`src/tms_regs.svh`:
```
// Constants of the test-mode block: scan chain layout, mode codes, widths.
// Assumes inclusion by bare name from the test-mode package and modules.
// Function
// Test mode splits counters into 4-bit slices
// Slices count together, full cycle in 16
// Tester owns the clock; factory use only
// Boundary scan links I/O latches into chain
// Shift in, capture once, shift out
// Serial in on select bit 0, out pin
// Clocks, control and status pins stay unscanned
// Only processor bus outputs join the chain
// Chain order fixed, receive symbols first
// Test control lives in self-test block
// Outside test, full counters, plain latches
`ifndef TMS_REGS_SVH
`define TMS_REGS_SVH

// Mode select pins, bits 2..1 (bit 0 carries scan data)
`define TMS_SEL_NORMAL     2'h0
`define TMS_SEL_COUNTER    2'h1
`define TMS_SEL_SCAN_SHIFT 2'h2
`define TMS_SEL_SCAN_CAPT  2'h3

// Counter geometry
`define TMS_CNT_W          16
`define TMS_SLICE_W        4

// Scan chain positions, position 0 is next to the serial input
`define TMS_CHAIN_LEN      49
`define TMS_POS_RSYM       0
`define TMS_POS_TXOFF      5
`define TMS_POS_TSYM       6
`define TMS_POS_TPAIR      11
`define TMS_POS_PAR_IN     21
`define TMS_POS_PAR_OUT    22
`define TMS_POS_RPAIR      23
`define TMS_POS_PBUS       33
// Cells that latch pins rather than drive them
`define TMS_INPUT_MASK     49'h0_0000_003F_F81F

`endif

```
`src/tms_pkg.sv`:
```
// Types shared by the test-mode block.
// Assumes tms_regs.svh is on the include path.
`include "tms_regs.svh"
package tms_pkg;

  // Decoded test mode
  typedef enum logic [1:0] {
    TMS_NORMAL,
    TMS_COUNTER_SEG,
    TMS_SCAN_SHIFT,
    TMS_SCAN_CAPTURE
  } tms_mode_type;

  // Whole state of the top module
  typedef struct packed {
    logic [2:0]                     sync1;
    logic [2:0]                     sync2;
    logic [2:0]                     sync3;
    logic [2:0]                     pins;
    tms_mode_type                   mode;
    logic [`TMS_CHAIN_LEN-1:0]      chain;
    logic [`TMS_CNT_W-1:0]          pdata_in;
    logic                           pbus_oe;
  } tms_top_state_type;

endpackage

```
`src/tms_seg_counter.sv`:
```
// Counter that splits into independent slices in segmentation mode.
// Assumes WIDTH is a whole multiple of SLICE_W; single clock domain.
`timescale 1ns/1ps
`include "tms_regs.svh"
module tms_seg_counter #(
  parameter int WIDTH   = `TMS_CNT_W,
  parameter int SLICE_W = `TMS_SLICE_W
) (
  input  wire logic             clk_in,
  input  wire logic             rst_n_in,
  input  wire logic             seg_mode_in,
  input  wire logic             count_en_in,
  input  wire logic             clear_in,
  output logic [WIDTH-1:0]      value_out
);

  localparam int SLICES = WIDTH / SLICE_W;

  typedef struct packed {
    logic [WIDTH-1:0] count;
    logic [4:0]       run;
  } tms_cnt_state_type;

  tms_cnt_state_type st;
  tms_cnt_state_type next_st;

  // Slice increment, wraps inside the slice
  function automatic logic [SLICE_W-1:0] slice_inc(input logic [SLICE_W-1:0] v);
    slice_inc = SLICE_W'(v + 1'b1);
  endfunction

  // Next count; carries are cut at slice borders only in segmentation mode
  always_comb begin
    next_st = st;
    if (clear_in) begin
      next_st.count = '0;
    end else if (count_en_in) begin
      if (seg_mode_in) begin
        for (int s = 0; s < SLICES; s++) begin
          next_st.count[s*SLICE_W +: SLICE_W] = slice_inc(st.count[s*SLICE_W +: SLICE_W]);
        end
      end else begin
        next_st.count = WIDTH'(st.count + 1'b1);
      end
    end
    // Run length of uninterrupted segmented counting, for checking only
    if (seg_mode_in && count_en_in && !clear_in) begin
      next_st.run = (st.run == 5'h10) ? st.run : 5'(st.run + 1'b1);
    end else begin
      next_st.run = 5'h0;
    end
  end

  // State register
  always_ff @(posedge clk_in or negedge rst_n_in) begin
    if (!rst_n_in) begin
      st <= '0;
    end else begin
      st <= next_st;
    end
  end

  assign value_out = st.count;
endmodule

```
`src/tms_test_ctrl.sv`:
```
// Test-mode control: boundary scan chain over the I/O latches and
// counter segmentation for a demonstration timer.
// Assumes one clock, data pins timed to it, mode pins asynchronous.
`timescale 1ns/1ps
`include "tms_regs.svh"
module tms_test_ctrl #(
  parameter int CNT_WIDTH = `TMS_CNT_W
) (
  input  wire logic                 CORE_CLK_IN,
  input  wire logic                 RST_N_IN,
  input  wire logic [2:0]           TEST_MODE_SELECT_PINS_IN,
  output logic                      SCAN_SERIAL_OUT,
  input  wire logic [4:0]           RECEIVE_SYMBOL_IN,
  output logic [4:0]                RECEIVE_SYMBOL_CORE_OUT,
  input  wire logic                 OPTICAL_TX_OFF_CORE_IN,
  output logic                      OPTICAL_TRANSMITTER_OFF_OUT,
  input  wire logic [4:0]           TRANSMIT_SYMBOL_CORE_IN,
  output logic [4:0]                TRANSMIT_SYMBOL_OUT,
  input  wire logic [9:0]           TRANSMIT_PAIR_IN,
  output logic [9:0]                TRANSMIT_PAIR_CORE_OUT,
  input  wire logic                 RECEIVE_PAIR_PARITY_IN,
  output logic                      RECEIVE_PAIR_PARITY_CORE_OUT,
  input  wire logic                 RECEIVE_PAIR_PARITY_CORE_IN,
  output logic                      RECEIVE_PAIR_PARITY_OUT,
  input  wire logic [9:0]           RECEIVE_PAIR_CORE_IN,
  output logic [9:0]                RECEIVE_PAIR_OUT,
  input  wire logic [15:0]          PROC_DATA_CORE_IN,
  input  wire logic                 PROC_DATA_OE_CORE_IN,
  output logic [15:0]               PROCESSOR_DATA_BUS_OUT,
  output logic                      PROCESSOR_DATA_BUS_OE_OUT,
  input  wire logic [15:0]          PROCESSOR_DATA_BUS_IN,
  output logic [15:0]               PROC_DATA_CORE_OUT,
  input  wire logic                 COUNT_EN_IN,
  input  wire logic                 COUNT_CLR_IN,
  output logic [CNT_WIDTH-1:0]      COUNT_VALUE_OUT,
  output logic                      COUNTER_SEG_MODE_OUT,
  output logic                      SCAN_MODE_OUT
);

  tms_pkg::tms_top_state_type st;
  tms_pkg::tms_top_state_type next_st;
  logic [`TMS_CHAIN_LEN-1:0]  func_vec;

  // Mode pins decoded to a mode
  function automatic tms_pkg::tms_mode_type decode_mode(input logic [1:0] sel);
    case (sel)
      `TMS_SEL_COUNTER:    decode_mode = tms_pkg::TMS_COUNTER_SEG;
      `TMS_SEL_SCAN_SHIFT: decode_mode = tms_pkg::TMS_SCAN_SHIFT;
      `TMS_SEL_SCAN_CAPT:  decode_mode = tms_pkg::TMS_SCAN_CAPTURE;
      default:             decode_mode = tms_pkg::TMS_NORMAL;
    endcase
  endfunction

  // Functional value of every cell, laid out in chain order; clocks,
  // status and control pins and the mode pins have no cell at all
  always_comb begin
    func_vec = '0;
    for (int k = 0; k < 5; k++) begin
      func_vec[`TMS_POS_RSYM + k] = RECEIVE_SYMBOL_IN[k];
      func_vec[`TMS_POS_TSYM + k] = TRANSMIT_SYMBOL_CORE_IN[4-k];
    end
    func_vec[`TMS_POS_TXOFF] = OPTICAL_TX_OFF_CORE_IN;
    for (int k = 0; k < 10; k++) begin
      func_vec[`TMS_POS_TPAIR + k] = TRANSMIT_PAIR_IN[k];
      func_vec[`TMS_POS_RPAIR + k] = RECEIVE_PAIR_CORE_IN[9-k];
    end
    func_vec[`TMS_POS_PAR_IN]  = RECEIVE_PAIR_PARITY_IN;
    func_vec[`TMS_POS_PAR_OUT] = RECEIVE_PAIR_PARITY_CORE_IN;
    for (int k = 0; k < 16; k++) begin
      func_vec[`TMS_POS_PBUS + k] = PROC_DATA_CORE_IN[15-k];
    end
  end

  // Next state: pin synchroniser, mode, chain cells, unscanned latches
  always_comb begin
    next_st = st;
    next_st.sync1 = TEST_MODE_SELECT_PINS_IN;
    next_st.sync2 = st.sync1;
    next_st.sync3 = st.sync2;
    // A pin change only counts once two stages agree
    if (st.sync2 == st.sync3) begin
      next_st.pins = st.sync3;
      next_st.mode = decode_mode(st.sync3[2:1]);
    end
    case (st.mode)
      tms_pkg::TMS_SCAN_SHIFT: begin
        next_st.chain = {st.chain[`TMS_CHAIN_LEN-2:0], st.pins[0]};
      end
      tms_pkg::TMS_SCAN_CAPTURE: begin
        // Output cells hold the shifted pattern so the board sees it
        next_st.chain = (func_vec & `TMS_INPUT_MASK) | (st.chain & ~`TMS_INPUT_MASK);
      end
      default: begin
        next_st.chain = func_vec;
      end
    endcase
    // Data bus input side never joins the chain
    next_st.pdata_in = PROCESSOR_DATA_BUS_IN;
    // Scan modes drive the bus so the interconnect can be observed
    next_st.pbus_oe = (st.mode == tms_pkg::TMS_SCAN_SHIFT || st.mode == tms_pkg::TMS_SCAN_CAPTURE)
                      ? 1'b1 : PROC_DATA_OE_CORE_IN;
  end

  // State register
  always_ff @(posedge CORE_CLK_IN or negedge RST_N_IN) begin
    if (!RST_N_IN) begin
      st <= '0;
    end else begin
      st <= next_st;
    end
  end

  // Pins and core side taken straight from the cell flops
  always_comb begin
    for (int k = 0; k < 5; k++) begin
      RECEIVE_SYMBOL_CORE_OUT[k] = st.chain[`TMS_POS_RSYM + k];
      TRANSMIT_SYMBOL_OUT[4-k]   = st.chain[`TMS_POS_TSYM + k];
    end
    for (int k = 0; k < 10; k++) begin
      TRANSMIT_PAIR_CORE_OUT[k] = st.chain[`TMS_POS_TPAIR + k];
      RECEIVE_PAIR_OUT[9-k]     = st.chain[`TMS_POS_RPAIR + k];
    end
    for (int k = 0; k < 16; k++) begin
      PROCESSOR_DATA_BUS_OUT[15-k] = st.chain[`TMS_POS_PBUS + k];
    end
  end

  assign OPTICAL_TRANSMITTER_OFF_OUT  = st.chain[`TMS_POS_TXOFF];
  assign RECEIVE_PAIR_PARITY_CORE_OUT = st.chain[`TMS_POS_PAR_IN];
  assign RECEIVE_PAIR_PARITY_OUT      = st.chain[`TMS_POS_PAR_OUT];
  assign SCAN_SERIAL_OUT              = st.chain[`TMS_CHAIN_LEN-1];
  assign PROCESSOR_DATA_BUS_OE_OUT    = st.pbus_oe;
  assign PROC_DATA_CORE_OUT           = st.pdata_in;
  assign COUNTER_SEG_MODE_OUT         = (st.mode == tms_pkg::TMS_COUNTER_SEG);
  assign SCAN_MODE_OUT                = (st.mode == tms_pkg::TMS_SCAN_SHIFT) ||
                                        (st.mode == tms_pkg::TMS_SCAN_CAPTURE);

  // Demonstration timer; the tester is expected to pace the clock itself
  tms_seg_counter #(
    .WIDTH   (CNT_WIDTH),
    .SLICE_W (`TMS_SLICE_W)
  ) u_timer (
    .clk_in      (CORE_CLK_IN),
    .rst_n_in    (RST_N_IN),
    .seg_mode_in (COUNTER_SEG_MODE_OUT),
    .count_en_in (COUNT_EN_IN),
    .clear_in    (COUNT_CLR_IN),
    .value_out   (COUNT_VALUE_OUT)
  );
endmodule

```
`config.mk`:
```
export PLATFORM = sky130hd
export DESIGN_NAME = tms_test_ctrl
export DESIGN_NICKNAME = d
export VERILOG_FILES = /design/src/tms_pkg.sv /design/src/tms_seg_counter.sv /design/src/tms_test_ctrl.sv
export VERILOG_INCLUDE_DIRS = /design/src
export SDC_FILE = /design/constraint.sdc
export NUM_CORES = 1
export LEC_CHECK = 0
export BUFFER_PORTS_ARGS = -buffer_cell sky130_fd_sc_hd__buf_2
export CAP_MARGIN = 15
export CORE_MARGIN = 3
export CORE_UTILIZATION = 53
export DETAILED_ROUTE_END_ITERATION = 7
export PLACE_DENSITY_LB_ADDON = 0.12
export SYNTH_ARGS = -nofsm -noshare
export SYNTH_HDL_FRONTEND = slang
export SYNTH_SLANG_ARGS = --single-unit
export TNS_END_PERCENT = 100
```
`constraint.sdc`:
```
create_clock -name CORE_CLK_IN -period 2.7 [get_ports CORE_CLK_IN]
set_input_delay 0.54 -clock CORE_CLK_IN [delete_from_list [all_inputs] [get_ports CORE_CLK_IN]]
set_output_delay 0.54 -clock CORE_CLK_IN [all_outputs]
set_load 0.005 [all_outputs]
```
# After elaboration in Yosys (flattened, before gate mapping)

Index checks and enable logic that the tools add are counted.

Register bits: 94
Input bits: 73
Output and inout bits: 85

$add $sub $neg: 5
Eq/ne operators: 7
Multiplexer cells: 6
Bitwise gates (word level): 1
Reductions and logical operators: 2

Operator list:

| cell                  | count |
|---|---|
| $pmux 49 s2           | 1 |
| $or 22x49->49         | 1 |
| $mux 16               | 3 |
| $add 16x1->16 const B | 1 |
| $add 4x1->4 const B   | 4 |
| $eq 2x2->1 const B    | 4 |
| $pmux 2 s3            | 1 |
| $eq 2x1->1 const B    | 2 |
| $eq 3x3->1            | 1 |
| $reduce_bool 2->1     | 1 |
| $logic_or 1x1->1      | 1 |
| $mux 1                | 1 |

# Depth between registers and ports, before layout

Gate-level depths: netlist (run 1).

Word-level depth: 4
Gate-level depth with buffers: 7
Depth with buffers taken out: 5

# By module

From an unflattened synthesis (run 1), not the netlist that was laid out.

Cells, all modules: 389
Area, all modules: 4459.3 um^2

Modules (own cells, without submodules):

| module          | times used | cells each | area each (um^2) | sequential area each (um^2) |
|---|---|---|---|---|
| tms_test_ctrl   | 1          | 284        | 3455.8           | 1951.9 |
| tms_seg_counter | 1          | 105        | 1003.5           | 400.4 |

# Worst setup path before layout (run 1)

No wires, ideal clock.

Path type: reg-to-reg
From: reg u_timer.st (netlist bit u_timer.value_out[4])
To: reg u_timer.st (netlist bit u_timer.value_out[8])
Arrival: 1.375 ns
Path slack: 1.198 ns
Cell stages (with the launch flop): 6
Path buffers: 0
Path through: dfrtp_1 > ha_1 > and3_1 > a21oi_1 > nor2_1 > mux2_1

Word-level cells in the longest chain between the ends: 4

Ends and longest elaborated chain:

| item                   | line                  | source |
|---|---|---|
| start, declared        | tms_seg_counter.sv:24 | `tms_cnt_state_type st;` |
| start signal, assigned | tms_seg_counter.sv:59 | `st <= next_st;` |
| $add 16x1->16          | tms_seg_counter.sv:43 | `next_st.count = WIDTH'(st.count + 1'b1);` |
| $mux 16                | tms_seg_counter.sv:38 | `if (seg_mode_in) begin` |
| $mux 16                | tms_seg_counter.sv:37 | `end else if (count_en_in) begin` |
| $mux 16                | tms_seg_counter.sv:35 | `if (clear_in) begin` |

Every way passes these cells. The select of a mux whose other input is x is not followed.
A chain may end at the register's enable or synchronous reset.

# Final worst setup path (run 1)

From: reg st[67] in the netlist's numbering
To: out COUNTER_SEG_MODE_OUT

Word-level cells in the longest chain between the ends: 1

Ends and longest elaborated chain:

| item                   | line                 | source |
|---|---|---|
| start, declared        | tms_test_ctrl.sv:40  | `tms_pkg::tms_top_state_type st;` |
| start signal, assigned | tms_test_ctrl.sv:109 | `st <= next_st;` |
| $eq 2x1->1             | tms_test_ctrl.sv:134 | `assign COUNTER_SEG_MODE_OUT = (st.mode == tms_pkg::TMS_COUNTER_SEG);` |
| end, declared          | tms_test_ctrl.sv:36  | `output logic COUNTER_SEG_MODE_OUT,` |

Every way passes these cells.

==> results.yml, run 1 <==
cts:
  cts_setup_buffers: 0
  clk_pin_slew_ns: 0.11
  cts_resized: 0
  clkLatencyLatePin_ns: 0.36
  numCtsBuffers: 9
  cts_hold_buf: 0
  cts_tree: "built"
  htreeDepth: 3
  cts_sinks: 94
  cts_root_buffer: "clkbuf_8"
  clockBufferDepth: 2
layout:
  nets: 553
  area_delta_synth_final_pct: 14.62
  fin_cells: 583
  multi_input_area_um2: 1401
  seq_area_um2: 2355
  drive_above_1_share_pct: 38.25
  final.fill_count: 667
  num_antenna_cells: 0
  fin_area_um2: 4954
critical_path:
  critPathMaxFanout: 15
  crit_chain: "nand2b_4 > inv_2 > buf_2"
  crit_family: "flip-flops"
  worstPathArrival_ns: 1.29
  slowest_stage: "dfrtp_2"
  worstSetupPathType: "reg2out"
  crit_path_end_kind: "output pin"
  cpPeakStageDelay_ns: 0.44
  start_kind: "flip-flop"
  path_buf_inv: 2
  required_ns: 2.16
sta:
  rsz0062_at_grt: "false"
  tightest_slew_ns: 0.6341
  skew_ns: 0.01232
  setup_viol: 0
  drv_slew: 0
  layout_setup_ws_ns: 0.8740
  hold_viol_final: 0
  fin_crit_sh_pct: 67.63
  finalSetupTns_ns: 0
  max_freq_mhz: 547.6
  maxSlewHeadroom_pct: 57.73
  period_minus_slack_ns: 1.826
route:
  drt_iter0_drc: 50
  routed_via_density: 5.065
  wl_per_cell_um: 14.36
  vias: 2953
  first_pass_iters: 4
  route.detailed.drc: 0
  antenna_left: 0
  routed_wl_um: 8373
synthesis:
  synth_top_area_cell: "dfrtp_1"
  ys.flop_type: "dfrtp_1"
  synth_cell_type_count: 33
  ys_top_cells_by_count: "dfrtp_1 (94), buf_4 (64), a21oi_1 (45)"
  yosysWarnings: 0
  netlist_instances: 384
  ys_seq_area_share_pct: 54.43
  synthesis.nets: 461
  async_reset_ff_share_pct: 100.0
  syn_area_um2: 4322
  synth_top_area_share_pct: 54.43
  synth_edf_count: 0
  yosysMostFrequentCell: "dfrtp_1"
  ys_ff_latch: 94
  synth_area_per_cell_um2: 11.25
  ys_top_cells_by_area: "dfrtp_1 (54%), buf_4 (11%), mux2i_1 (8.1%)"
grt:
  track_usage_pct: 18.26
  grt_overflow: 0
  grt_antenna_before_repair: 0
  grt_pass1_wl_um: 13020
  grt_max_degree: 68
  grt_pass1_vias: 2795
power:
  switching_power_uw: 1282
  swShare_pct: 32.74
  clockPowerShare_pct: 25.5
  power_density_nw_per_um2: 790.4
  seq_power_share_pct: 48.6
  intPower_uw: 2633
  worst_ir_drop_vdd_v: 0.0005411
  p_leak_uw: 0.002596
  combPwrFrac_pct: 25.8
place:
  port_buffers: 157
  place_congestion: 0.8141
  place_area_um2: 4737
  preCtsSetupSlack_ns: 0.9257
  hpwl_um: 6052
  place_inst: 567
floorplan:
  row_count: 32
  core_um2: 7807
  dieArea_um2: 9274
  io_pins: 158
  chipWidth_um: 96.30
  die_h_um: 96.30
  initial_core_util_pct: 55.35
run:
  maxCapViolCount: 0
worst_hold_path:
  hold_path_class: "in2async"
outcome:
  status: "finished clean"
through the flow:
step	hold WS, ns	utilization (%)	power (uW)
6_report	0.07702	63.45	3915
5_1_grt	0.07246	63.45	4196
4_1_cts	0.07905	63.45	3973
3_5_place_dp	0.3362	60.67	2968
3_3_place_gp	0.3315	60.67	2930
2_1_floorplan	0.2444	-	2778
area by class of cell:
type / instances / share of cell area [%]
well taps: 102 / 2.576
inverters: 4 / 0.3031
flip-flops and latches: 94 / 47.54
clock buffers: 9 / 2.501
clock inverters: 7 / 1.869
multi-input cells: 205 / 28.29
repair buffers: 162 / 16.92
state kept, by name, indices dropped and copies added, names as in the netlist:
signal                        count
RECEIVE_SYMBOL_CORE_OUT           5
st                                6
PROC_DATA_CORE_OUT               16
TRANSMIT_SYMBOL_OUT               5
TRANSMIT_PAIR_CORE_OUT           10
OPTICAL_TRANSMITTER_OFF_OUT       1
u_timer.value_out                16
PROCESSOR_DATA_BUS_OE_OUT         1
RECEIVE_PAIR_PARITY_CORE_OUT      1
RECEIVE_PAIR_OUT                 10
next_st                           6
PROCESSOR_DATA_BUS_OUT           16
RECEIVE_PAIR_PARITY_OUT           1
path summary, 6_finish.rpt:
kind	start	to	slack (ns)	depth (start not counted)
max in group asynchronous	RST_N_IN	st[67]$_DFFE_PN0N_	1.96	2
min in group CORE_CLK_IN	PROCESSOR_DATA_BUS_IN[14]	PROC_DATA_CORE_OUT[14]$_DFF_PN0_	0.28	1
worst max register to register	u_timer.value_out[4]$_DFFE_PN0P_	u_timer.value_out[8]$_DFFE_PN0P_	1.10	5
worst min register to register	next_st[76]$_DFF_PN0_	next_st[73]$_DFF_PN0_	0.36	0
worst min-delay path	RST_N_IN	TRANSMIT_PAIR_CORE_OUT[6]$_DFF_PN0_	0.08	1
worst max-delay path	st[67]$_DFFE_PN0N_	COUNTER_SEG_MODE_OUT	0.87	3
layout by cell type (no fill, tap or decap), types with 3 or more instances in the layout:
cell	netlist	layout
nand4_1	4	4
xnor2_1	3	3
ha_1	4	4
o21ai_0	6	6
nor2_1	43	43
a21oi_1	45	45
or3_1	5	5
buf_4	64	5
mux2_1	19	19
xor2_1	6	6
nand2_1	4	4
buf_2	7	156
clkbuf_8	0	9
dfrtp_1	94	92
and4_1	4	4
inv_8	0	3
mux2i_1	35	35
and3_1	6	6
a31oi_1	3	3
o21ai_1	4	4
power by group through the flow:
stage	combinational, uW	clock (uW)	sequential [uW]
5_1_grt	1150	1100	1950
3_3_place_gp	1000	0	1930
2_1_floorplan	903	0	1880
6_report	1010	1000	1900
4_1_cts	1030	1030	1910
3_5_place_dp	1030	0	1940
metal layers:
metal / up-vias / global-route usage, % / wire [um]
met5: - / 0 / 0
li1: 1428 / - / -
met4: 0 / 5.374 / 123
met2: 94 / 30.07 / 4084
met3: 12 / 5.473 / 642
met1: 1419 / 23.36 / 3523
worst register-to-register path, stage by stage, from the launching register on:
cell     delay, ns
dfrtp_1       0.46
ha_1          0.24
and3_1        0.19
a21oi_1       0.22
nor2_1        0.07
mux2_1        0.31
cell families (layout without fill, tap and decap cells):
kind of cell / Yosys count / after routing / share of synthesized area, %
AO/OA/AOI/OAI: 61 / 61 / 7.325
XOR/XNOR: 9 / 9 / 1.824
adder cells (fa/ha/maj): 4 / 4 / 1.158
buffers and inverters: 85 / 182 / 13.14
flip-flops: 94 / 94 / 54.43
multiplexers: 55 / 55 / 13.32
AND/OR/NAND/NOR: 76 / 76 / 8.801
(Power assumes the default switching activity.)
==> run 2, diff against run 1 <==
--- a/config.mk
+++ b/config.mk
@@ -9,7 +9,7 @@
 export BUFFER_PORTS_ARGS = -buffer_cell sky130_fd_sc_hd__buf_2
 export CAP_MARGIN = 15
 export CORE_MARGIN = 3
-export CORE_UTILIZATION = 53
+export CORE_UTILIZATION = 45
 export DETAILED_ROUTE_END_ITERATION = 7
 export PLACE_DENSITY_LB_ADDON = 0.12
 export SYNTH_ARGS = -nofsm -noshare
==> constraint.sdc (replaced) <==
create_clock -name CORE_CLK_IN -period 1.54 [get_ports CORE_CLK_IN]
set_input_delay 0.308 -clock CORE_CLK_IN [delete_from_list [all_inputs] [get_ports CORE_CLK_IN]]
set_output_delay 0.308 -clock CORE_CLK_IN [all_outputs]
set_load 0.005 [all_outputs]
==> run 2 against run 1 <==
Total power up 75%. Die area is 17% higher. Sequential power increased by 75%. Worst setup slack worse by 0.83 ns. Worst hold slack got worse by 0.031 ns. Non-clock buffer count increased by 14. Core utilization down 7.8 points. Final area is 4.4% higher. First-iteration DRC count rose by 44%. Highest routed layer unchanged.
==> results.yml, run 2 (synthesis results as in run 1) <==
sta:
  hold_viol_final: 0
  max_freq_mhz: 666.8
  tightest_slew_ns: 0.6028
  setup_viol: 0
  period_minus_slack_ns: 1.500
  skew_ns: 0.01113
  rsz0062_at_grt: "true"
  fin_crit_sh_pct: 97.39
  maxSlewHeadroom_pct: 59.82
  drv_slew: 0
place:
  hpwl_um: 6072
  port_buffers: 157
  place_congestion: 0.7772
  place_area_um2: 4861
grt:
  track_usage_pct: 15.98
  grt_pass1_vias: 2882
  grt-busiest-layer: "met2"
  grt_pass1_wl_um: 14160
  grt_overflow: 0
  met1_usage_pct: 21.01
  grt_use_met2_pct: 25.77
  use_met3_pct: 4.593
  grt_antenna_before_repair: 0
  grt_max_degree: 67
route:
  first_pass_iters: 4
  route.detailed.drc: 0
  vias: 2989
  antenna_left: 0
  routed_via_density: 4.790
  routed_wl_um: 8646
  drt_iter0_drc: 72
  wl_per_cell_um: 13.86
floorplan:
  io_pins: 158
  initial_core_util_pct: 46.55
  dieArea_um2: 10820
  row_count: 35
  die_h_um: 104
  core_um2: 9284
  chipWidth_um: 104
layout:
  drive_above_1_share_pct: 41.62
  area_delta_synth_final_pct: 19.63
  nets: 567
  num_antenna_cells: 0
  layout_commonest_cell: "buf_2"
  fin_area_um2: 5170
  final_cell_mix: "buf_2 (155), dfrtp_1 (90), nor2_1 (43), a21oi_1 (43), mux2i_1 (35)"
  final.fill_count: 871
power:
  worst_ir_drop_vdd_v: 0.0006052
  power_density_nw_per_um2: 1329
  p_leak_uw: 0.002672
  fin_total_pwr_uw: 6870
critical_path:
  worstPathArrival_ns: 1.79
  critPathMaxFanout: 5
  worstSetupPathType: "reg2reg"
  required_ns: 1.83
  start_kind: "flip-flop"
  crit_path_end_kind: "flip-flop"
cts:
  clk_pin_slew_ns: 0.10
  numCtsBuffers: 9
  cts_root_buffer: "clkbuf_8"
  clkLatencyLatePin_ns: 0.35
  cts_sinks: 94
  cts_tree: "built"
  htreeDepth: 3
  clockBufferDepth: 2
worst_hold_path:
  hold_path_class: "in2reg"
run:
  maxCapViolCount: 0
outcome:
  status: "finished clean"
## run 2: critical path, stage by stage, from the launching register on
cell	delay [ns]
dfrtp_2	0.44
nand2b_4	0.10
clkinv_4	0.06
buf_4	0.13
or3_1	0.31
mux2_4	0.28
a21oi_2	0.11
## run 2: repair_timing
item	4_1_cts	5_1_grt
hold buffers	1	0
gates cloned	0	0
resized for setup	4	14
buffers inserted	5	1
endpoints found under the setup margin	2	7
hold endpoints to repair	94	0
pin swaps	0	2
## run 2: per-stage QoR
| stage | TNS (ns) | cells | setup slack [ns] | util, % | hold WS [ns] |
|---|---|---|---|---|---|
| 2_1_floorplan | 0 | 384 | 0.03759 | - | 0.01241 |
| 3_3_place_gp | 0 | 601 | 0.04394 | 52.36 | 0.1194 |
| 3_5_place_dp | -0.004307 | 601 | -0.004307 | 52.36 | 0.1188 |
| 4_1_cts | 0 | 623 | 0.006627 | 55.05 | 0.02826 |
| 5_1_grt | -0.04284 | 624 | -0.02340 | 55.69 | 0.01578 |
| 6_report | 0 | 624 | 0.04026 | 55.69 | 0.04584 |
## run 2: power breakdown
group / internal [uW] / total (uW) / switching (uW)
sequential: 2960 / 3320 / 357
combinational: 1010 / 1990 / 983
clock: 663 / 1570 / 903
## run 2: routing by layer
layer  part of all wire (%)  wire, um
met2                     49      4229
met3                    5.9       511
met1                     44      3817
met5                      0         0
met4                    1.0        88
## run 2: final timing paths
| check | start | to | slack [ns] | cells past startpoint |
|---|---|---|---|---|
| min | PROCESSOR_DATA_BUS_IN[0] | PROC_DATA_CORE_OUT[0]$_DFF_PN0_ | 0.05 | 1 |
| min in group asynchronous | RST_N_IN | PROC_DATA_CORE_OUT[0]$_DFF_PN0_ | 0.29 | 2 |
| max in group asynchronous | RST_N_IN | u_timer.value_out[9]$_DFFE_PN0P_ | 0.80 | 3 |
| max reg2reg | st[66]$_DFFE_PN0N_ | u_timer.value_out[9]$_DFFE_PN0P_ | 0.04 | 6 |
| min reg2reg | next_st[76]$_DFF_PN0_ | next_st[73]$_DFF_PN0_ | 0.36 | 0 |
| max | st[66]$_DFFE_PN0N_ | u_timer.value_out[9]$_DFFE_PN0P_ | 0.04 | 6 |
## run 2: area by class of cell
cell class                 instances  area [um^2]  area share, %
sequential                        94         2357          45.60
multi-input combinational        205         1448          28.00
timing repair buffer             176        993.5          19.22
tap                              129        161.4          3.122
clock buffer                      10        137.6          2.662
clock inverter                     6        52.55          1.016
inverter                           4        20.02         0.3872
